`src/pkg/fmc_cfg_pkg.sv`:
```
// Constants for the flash-media configuration header slice.
// Assumes byte offsets on an 8-bit config address, dword data with byte enables.
package fmc_cfg_pkg;

  // Register byte offsets; maximum latency reuses 3eh and is placed by its lane (3)
  localparam logic [7:0] SUBSYS_OFF      = 8'h2e;
  localparam logic [7:0] CAP_PTR_OFF     = 8'h34;
  localparam logic [7:0] IRQ_LINE_OFF    = 8'h3c;
  localparam logic [7:0] IRQ_PIN_OFF     = 8'h3d;
  localparam logic [7:0] MIN_GNT_OFF     = 8'h3e;
  localparam logic [7:0] MAX_LAT_OFF     = 8'h3e;
  localparam logic [1:0] MAX_LAT_LANE    = 2'h3;
  localparam logic [7:0] SUBSYS_ACC_OFF  = 8'h50;

  // Reset and constant values
  localparam logic [15:0] SUBSYS_RST     = 16'h0000;
  localparam logic [7:0]  CAP_PTR_VAL    = 8'h44;
  localparam logic [7:0]  IRQ_LINE_RST   = 8'hff;
  localparam logic [7:0]  MIN_GNT_RST    = 8'h07;
  localparam logic [7:0]  MAX_LAT_RST    = 8'h04;

  // Interrupt pin codes, index 0 is the highest priority (A)
  localparam logic [7:0]  IRQ_PIN_A      = 8'h01;
  localparam logic [7:0]  IRQ_PIN_B      = 8'h02;
  localparam logic [7:0]  IRQ_PIN_C      = 8'h03;
  localparam logic [7:0]  IRQ_PIN_D      = 8'h04;
  localparam int          FORCE_A_BIT    = 0;

  // Tie-all bit position in the system control register
  localparam logic [7:0]  SYS_CTRL_OFF   = 8'h80;
  localparam int          TIE_ALL_BIT    = 28;

  typedef logic [7:0] fmc_byte_t;

endpackage : fmc_cfg_pkg

```
`src/rtl/fmc_cfg_regs.sv`:
```
// Flash-media function configuration header slice: subsystem word, capability
// pointer, interrupt line/pin, minimum grant and maximum latency.
// Assumes config cycles arrive on the core clock as single-cycle strobes, and
// that EEPROM loader, select bits and tie-all come from logic on the same clock.
module fmc_cfg_regs (
  // Clock and resets
  input  wire logic                     i_core_clk,
  input  wire logic                     i_arst_n,
  input  wire logic                     i_func_rst,
  // Configuration access port
  input  wire logic                     i_cfg_rd,
  input  wire logic                     i_cfg_wr,
  input  wire logic [7:0]               i_cfg_addr,
  input  wire logic [3:0]               i_cfg_be,
  input  wire logic [31:0]              i_cfg_wdata,
  output logic      [31:0]              o_cfg_rdata,
  output logic                          o_cfg_ack,
  // Serial EEPROM loader
  input  wire logic                     i_eep_subsys_we,
  input  wire logic [15:0]              i_eep_subsys_id,
  input  wire logic                     i_eep_max_lat_we,
  input  wire fmc_cfg_pkg::fmc_byte_t   i_eep_max_lat,
  // Internal update of minimum grant
  input  wire logic                     i_min_gnt_we,
  input  wire fmc_cfg_pkg::fmc_byte_t   i_min_gnt,
  // Interrupt routing controls
  input  wire logic [1:0]               i_int_sel,
  input  wire logic                     i_tie_all_irq_ctrl,
  // Status toward the flash-media core
  output logic      [3:0]               o_force_irq_inputs,
  output fmc_cfg_pkg::fmc_byte_t        o_irq_pin_report,
  output logic      [15:0]              o_subsys_ident_word
);
  import fmc_cfg_pkg::*;

  logic [15:0] subsys_ident_word;
  fmc_byte_t   irq_line_assignment;
  fmc_byte_t   min_burst_grant;
  fmc_byte_t   max_bus_latency;
  logic [3:0]  force_irq_inputs;
  fmc_byte_t   irq_pin_report;
  logic [31:0] next_rdata;
  logic        wr_line;
  logic        wr_subsys_acc;

  // Dword match on the config address; low two bits select lanes only
  function automatic logic dw_hit(input logic [7:0] addr, input logic [7:0] off);
    dw_hit = (addr[7:2] == off[7:2]);
  endfunction : dw_hit

  // Priority encoder over forcing inputs, A highest; select used when none
  function automatic fmc_byte_t pin_code(input logic [3:0] force_in, input logic [1:0] sel);
    if (force_in[0]) begin
      pin_code = IRQ_PIN_A;
    end else if (force_in[1]) begin
      pin_code = IRQ_PIN_B;
    end else if (force_in[2]) begin
      pin_code = IRQ_PIN_C;
    end else if (force_in[3]) begin
      pin_code = IRQ_PIN_D;
    end else begin
      case (sel)
        2'h0:    pin_code = IRQ_PIN_A;
        2'h1:    pin_code = IRQ_PIN_B;
        2'h2:    pin_code = IRQ_PIN_C;
        default: pin_code = IRQ_PIN_D;
      endcase
    end
  endfunction : pin_code

  // Write decodes; only the line byte and the access register are writable
  assign wr_line       = i_cfg_wr && dw_hit(i_cfg_addr, IRQ_LINE_OFF) && i_cfg_be[IRQ_LINE_OFF[1:0]];
  assign wr_subsys_acc = i_cfg_wr && dw_hit(i_cfg_addr, SUBSYS_ACC_OFF) && (i_cfg_be[3:2] == 2'h3);

  // Subsystem word: only the async global reset clears it, never i_func_rst.
  // A host write through the access register wins over an EEPROM load in the
  // same cycle, since software runs after the loader and expects its value.
  always_ff @(posedge i_core_clk or negedge i_arst_n) begin
    if (!i_arst_n) begin
      subsys_ident_word <= SUBSYS_RST;
    end else if (wr_subsys_acc) begin
      subsys_ident_word <= i_cfg_wdata[31:16];
    end else if (i_eep_subsys_we) begin
      subsys_ident_word <= i_eep_subsys_id;
    end
  end

  // Interrupt line, fully writable by the host
  always_ff @(posedge i_core_clk or negedge i_arst_n) begin
    if (!i_arst_n) begin
      irq_line_assignment <= IRQ_LINE_RST;
    end else if (i_func_rst) begin
      irq_line_assignment <= IRQ_LINE_RST;
    end else if (wr_line) begin
      irq_line_assignment <= i_cfg_wdata[7:0];
    end
  end

  // Minimum grant: host writes are ignored, only internal logic updates it
  always_ff @(posedge i_core_clk or negedge i_arst_n) begin
    if (!i_arst_n) begin
      min_burst_grant <= MIN_GNT_RST;
    end else if (i_func_rst) begin
      min_burst_grant <= MIN_GNT_RST;
    end else if (i_min_gnt_we) begin
      min_burst_grant <= i_min_gnt;
    end
  end

  // Maximum latency: host writes are ignored, EEPROM may reload it
  always_ff @(posedge i_core_clk or negedge i_arst_n) begin
    if (!i_arst_n) begin
      max_bus_latency <= MAX_LAT_RST;
    end else if (i_func_rst) begin
      max_bus_latency <= MAX_LAT_RST;
    end else if (i_eep_max_lat_we) begin
      max_bus_latency <= i_eep_max_lat;
    end
  end

  // Forcing inputs toward the core; only interrupt A can be tied
  always_ff @(posedge i_core_clk or negedge i_arst_n) begin
    if (!i_arst_n) begin
      force_irq_inputs <= 4'h0;
    end else begin
      force_irq_inputs <= {3'h0, i_tie_all_irq_ctrl};
    end
  end

  // Pin report follows the forcing inputs so both views stay consistent
  assign irq_pin_report = pin_code(force_irq_inputs, i_int_sel);

  // Read mux; unmapped dwords read as zero, reserved bytes too
  always_comb begin
    next_rdata = 32'h0000_0000;
    if (dw_hit(i_cfg_addr, SUBSYS_OFF)) begin
      next_rdata[31:16] = subsys_ident_word;
    end else if (dw_hit(i_cfg_addr, CAP_PTR_OFF)) begin
      next_rdata[7:0] = CAP_PTR_VAL;
    end else if (dw_hit(i_cfg_addr, IRQ_LINE_OFF)) begin
      next_rdata[7:0]   = irq_line_assignment;
      next_rdata[15:8]  = irq_pin_report;
      next_rdata[23:16] = min_burst_grant;
      next_rdata[8*MAX_LAT_LANE +: 8] = max_bus_latency;
    end else if (dw_hit(i_cfg_addr, SUBSYS_ACC_OFF)) begin
      next_rdata[31:16] = subsys_ident_word;
    end
  end

  // Read data and acknowledge, one cycle after the strobe
  always_ff @(posedge i_core_clk or negedge i_arst_n) begin
    if (!i_arst_n) begin
      o_cfg_rdata <= 32'h0000_0000;
      o_cfg_ack   <= 1'b0;
    end else begin
      o_cfg_ack <= i_cfg_rd || i_cfg_wr;
      if (i_cfg_rd) begin
        o_cfg_rdata <= next_rdata;
      end
    end
  end

  // Status outputs
  assign o_force_irq_inputs  = force_irq_inputs;
  assign o_irq_pin_report    = irq_pin_report;
  assign o_subsys_ident_word = subsys_ident_word;
endmodule : fmc_cfg_regs

```
`config.mk`:
```
export PLATFORM = sky130hd
export DESIGN_NAME = fmc_cfg_regs
export DESIGN_NICKNAME = d
export VERILOG_FILES = /design/src/pkg/fmc_cfg_pkg.sv /design/src/rtl/fmc_cfg_regs.sv
export SDC_FILE = /design/constraint.sdc
export NUM_CORES = 1
export LEC_CHECK = 0
export BUFFER_PORTS_ARGS = -buffer_cell sky130_fd_sc_hd__clkbuf_2
export CAP_MARGIN = 20
export CORE_MARGIN = 2
export CORE_UTILIZATION = 51
export CTS_CLUSTER_DIAMETER = 30
export DETAILED_ROUTE_END_ITERATION = 16
export PLACE_DENSITY = 0.9
export SLEW_MARGIN = 20
export SYNTH_ARGS = -nofsm -noshare
export SYNTH_HDL_FRONTEND = slang
export SYNTH_SLANG_ARGS = --single-unit
export TNS_END_PERCENT = 30
```
`constraint.sdc`:
```
create_clock -name i_core_clk -period 1.5 [get_ports i_core_clk]
set_input_delay 0 -clock i_core_clk [delete_from_list [all_inputs] [get_ports i_core_clk]]
set_output_delay 0 -clock i_core_clk [all_outputs]
set_load 0.02 [all_outputs]
```
* Word-level counts from Yosys, hierarchy flattened
Cells that the tools add are included.
** Cells by class
- Reductions and logical operators :: 10
- Muxes and demuxes :: 17
- Equality and inequality tests :: 7
** Operators with widths (number)
- 16-bit 2-to-1 mux :: 7
- 8-bit 2-to-1 mux :: 8
- 24-bit 2-to-1 mux :: 1
- 6-bit by 4-bit equality test with 1-bit output (second input constant) :: 3
- 3-bit one-hot mux with 3 select lines :: 1
- 2-bit nonzero test :: 4
- 6-bit by 5-bit equality test with 1-bit output (second input constant) :: 1
- 2-bit equality test (second input constant) :: 2
- 1-bit logical AND :: 4
- 2-bit by 1-bit equality test with 1-bit output (second input constant) :: 1
- 2-bit logical NOT :: 1
- 1-bit logical OR :: 1
** Word-level totals
- Output and inout bits :: 61
- Register bits :: 74
- Word-level logic and storage cells :: 41
- Bits of input ports :: 87

* Longest topological paths before layout
- Depth after elaboration :: 6
- Depth in mapped cells :: 6
- Gate-level depth less buffers :: 6

* Worst setup path before layout
No wires, ideal clock.
- Path type :: input port to flip-flop
- From :: input i_cfg_addr[5]
- To :: register subsys_ident_word[10], in the netlist o_subsys_ident_word[10]
- Library setup time :: 0.127 ns
- Path slack :: 0.125 ns
- Data arrival time :: 1.247 ns
- Path buffers :: 2
- Cell stages on the path :: 6
- Data required time :: 1.373 ns
- Cell sequence :: nand4bb_1 nor3_4 and4_1 buf_4 buf_6 mux2_1
** Between the ends
- Word-level cells in the longest chain between the ends :: 4
- Elaborated cells between the ends (all ways) :: 5
- Those cells by class :: eq/ne: 1; mux: 1; reduce/logical: 3
** Ends and longest elaborated chain
- start: declaration :: RTL line fmc_cfg_regs.sv:13 : input wire logic [7:0] i_cfg_addr,
- 6-bit by 5-bit equality test with 1-bit output * :: RTL line fmc_cfg_regs.sv:48 : dw_hit = (addr[7:2] == off[7:2]);
- 1-bit logical AND * (2 in series) :: RTL line fmc_cfg_regs.sv:73 : assign wr_subsys_acc = i_cfg_wr && dw_hit(i_cfg_addr, SUBSYS_ACC_OFF) && (i_cfg_be[3:2] == 2'h3);
- 16-bit 2-to-1 mux or 2-bit nonzero test (tied branches)
- end signal: assignment :: RTL line fmc_cfg_regs.sv:82 : subsys_ident_word <= i_cfg_wdata[31:16];
- end signal: assignment :: RTL line fmc_cfg_regs.sv:84 : subsys_ident_word <= i_eep_subsys_id;
- end: declaration :: RTL line fmc_cfg_regs.sv:36 : logic [15:0] subsys_ident_word;
Every way passes the cells marked *; elsewhere a longest branch is shown, timed or not.
A chain may end at the register's enable or synchronous reset.

* Worst setup path after layout
- From :: input i_cfg_wr
- To :: register subsys_ident_word[0], in the netlist o_subsys_ident_word[0]
** Between the ends
- Word-level cells in the longest chain between the ends :: 3
- Elaborated cells between the ends (all ways) :: 4
- Those cells by class :: mux: 1; reduce/logical: 3
** Ends and longest elaborated chain
- start: declaration :: RTL line fmc_cfg_regs.sv:12 : input wire logic i_cfg_wr,
- 1-bit logical AND * (2 in series) :: RTL line fmc_cfg_regs.sv:73
- 16-bit 2-to-1 mux or 2-bit nonzero test (tied branches)
Marked as above.

==> metrics.md <==
| Metric | Value |
|---|---|
| Outcome | completed |
| DP HPWL | a little over 6 mm |
| Critical path required time | around 1700 ps |
| Cells after synthesis | between 300 and 400 |
| Initial antenna violation count | 0 |
| R2R cell count | 2 |
| Area Overhead vs Synth | 43.0% |
| CTS tree | yes |
| Final setup fails | 0 |
| Initial drt markers | 163 |
| Fin area | around 0.0048 mm^2 |
| # diodes | 0 |
| Routability cong. | approximately 0.75 |
| Post-placement cell area | 0.00405 mm^2 |
| Row cnt | 29 |
| CTS Sinks | between 60 and 70 |
| Worst r2r dst | o_subsys_ident_word[10] |
| RR Startpoint | o_subsys_ident_word[10] |
| Core Box Area | roughly 0.0063 mm^2 |
| Leak pwr | between 2 and 2.5 nW |
| Cell area after synthesis | ~0.0033 mm^2 |
| Crit-path max FO | 16 |
| Setup Crit Path Kind | in2reg |
| Die W | between 80 and 90 um |
| Full die area | between 0.007 and 0.008 mm^2 |
| Initial Util | 52.6% |
| Top_reg_cell synth | dfrtp_1 |
| Final Hold Viols | 0 |
| Largest net degree at the start of global routing | 40 |
| Routed len/inst | about 18 um |
| Clock Latency Late Sink | 340 ps |
| Final period util | around four fifths |
| ANT nets after route | 0 |
| Clk buf depth | 2 |
| Startpoint Class | input port |
| Syn Area/Cell | around 11 um^2 |
| Clk_skew | ~10 ps |
| TNS Setup | 0 ps |
| Postcts setup bufs | 0 |
| Number of global-route vias before repair | 3292 |
| Flops & latches, synth | a little under 70 |
| Final Max Tran Viols | 0 |
| Vias per inst | 5.39 |
| Max-slew headroom | about 53% |
| Min-Delay Endpoint | o_subsys_ident_word[2] |
| Reg2Reg Setup Slack | 340 ps |
| Total Wirelength | approximately 10 mm |
| Drt pass-1 iters | 4 |
| Post-layout net count | approximately 580 |
| Via Count | a little over 3k |
| Fillcell total | between 400 and 500 |
| Yosys warns | 0 |
| Slew at the pin with the worst max-slew slack | about 700 ps |
| Tmin final | between 1000 and 1500 ps |
| Grt ovf | 0 |
| Die height | between 80 and 90 um |
| First-pass GRT wire length | 16.3 mm |
| Hold path startpoint | i_eep_subsys_id[2] |
| Unrepaired setup endpoints after global routing | false |
| IO Pins | between 100 and 150 |
| Post-synth EDFFs | 0 |
| Seq/Total Area, Yosys | approximately 52% |
| All-Layer GR Usage | ~30% |
| CP arrival | 1430 ps |
| Max-cap violations | 0 |
| Distinct cells, synth | 32 |
| Worst-path clk slew | roughly 70 ps |
| Htree depth | 3 |
| TritonCTS buffer count | 9 |
| Type of the most critical hold path | in2reg |
| PwrDens | 961 mW/mm^2 |
| DRC viols | 0 |
| Cells on Worst Hold Path | 3 |
| Worst Setup End Kind | flip-flop |
| Peak supply drop | ~710 uV |
| Clock root cell | clkbuf_8 |
| Critical Path Start | i_cfg_wr |
| PortBufs | between 100 and 150 |
| Max Fclk | between 800 and 900 MHz |
| Post-synth ARST share | 100% |
| Share of layout cells above drive strength 1 | 38.3% |
[layout make-up]
cell class	count	area (um^2)	share of cell area (%)
well taps	77	96.3	2.02
clock inverters	4	95.1	1.99
multi-input cells	208	1430	29.9
clock buffers	12	145	3.04
inverters	14	52.6	1.10
flip-flops and latches	69	1740	36.4
repair buffers	184	1220	25.6
[synth_stat cells, types with 3 or more instances]
cell type / n / area share, %
a211o_1: 4 / 1.0
buf_4: 14 / 3.1
nand3_1: 9 / 1.3
dfrtp_1: 57 / 43
mux2_2: 22 / 7.4
clkbuf_1: 16 / 1.8
mux2_1: 10 / 3.4
a22oi_1: 16 / 3.6
nor2_1: 23 / 2.6
nor2b_1: 22 / 4.1
o21ai_0: 26 / 3.9
ha_1: 3 / 1.1
dfstp_2: 12 / 9.4
a21oi_1: 24 / 3.6
nor3_1: 9 / 1.3
inv_1: 14 / 1.6
mux2i_1: 12 / 3.6
[critical path: stages]
cell	delay [ps]
dlygate4sd3_1	550
clkbuf_2	130
and4_1	220
buf_12	170
mux2_2	360
[sequential cells by signal, summed over array words and instances (netlist names)]
signal,flops
min_burst_grant,8
o_cfg_rdata,27
irq_line_assignment,8
o_subsys_ident_word,16
o_force_irq_inputs,1
o_cfg_ack,1
max_bus_latency,8
[power by group]
part	internal [mW]	switching, mW
Sequential	1.95	0.0763
Clock	1.15	0.709
Combinational	0.327	0.376
Total	3.43	1.16
[kinds of logic after synthesis]
logic type	after synthesis	synth area share, %
AO/OA/AOI/OAI	75	13.3
XOR/XNOR	1	0.262
adder cells (fa/ha/maj)	3	1.12
buffers and inverters	46	7.00
flip-flops	69	52.1
multiplexers	44	14.4
other	1	0.112
AND/OR/NAND/NOR	72	11.7
[routing by layer]
layer	GRT usage (%)	share of wire, %
met2	51.0	52
met5	0	0
met1	34.9	38
met4	11.1	2.1
met3	7.68	8.3
[cells in the final DEF (no fill, tap or decap), types with 2 or more instances in the layout]
master	netlist	routed
a211o_1	4	4
a21oi_1	24	24
a22oi_1	16	16
buf_12	0	2
buf_4	14	10
bufinv_16	0	3
clkbuf_1	16	2
clkbuf_2	0	122
clkbuf_8	0	10
conb_1	1	13
dfrtp_1	57	57
dfstp_2	12	12
dlygate4sd3_1	0	49
ha_1	3	3
inv_1	14	14
mux2_1	10	10
mux2_2	22	22
mux2i_1	12	12
nand2_1	2	2
nand3_1	9	9
nand3b_1	2	2
nor2_1	23	22
nor2b_1	22	22
nor3_1	9	9
o2111ai_1	2	2
o21ai_0	26	26
[how the worst max path moves through the flow]
stage / end / depth (start not counted)
2_1_floorplan: o_subsys_ident_word[10] / 6
3_3_place_gp: o_subsys_ident_word[5] / 6
3_5_place_dp: o_subsys_ident_word[14] / 6
5_1_grt: o_subsys_ident_word[8] / 5
4_1_cts: o_subsys_ident_word[0] / 5
6_report: o_subsys_ident_word[0] / 5
[stage by stage]
stage | power, mW | utilization [%] | cells | hold slack (ps) | setup slack, ps
floorplan | 2.38 | - | 323 | -296 | 125
global placement | 2.61 | 63.7 | 503 | -52.6 | 133
detailed placement | 2.64 | 63.7 | 503 | -45.4 | 94.8
CTS | 4.57 | 75.3 | 568 | 3.32 | 313
global route | 4.77 | 75.3 | 568 | 10.8 | 267
finish | 4.59 | 75.3 | 568 | 20.0 | 288
[repair_timing]
| action | 4_1_cts | 5_1_grt |
|---|---|---|
| resized for setup | 0 | 0 |
| hold buffers | 49 | 0 |
| hold endpoints to repair | 101 | 0 |
Note: power is estimated with default switching activity, not from simulation.
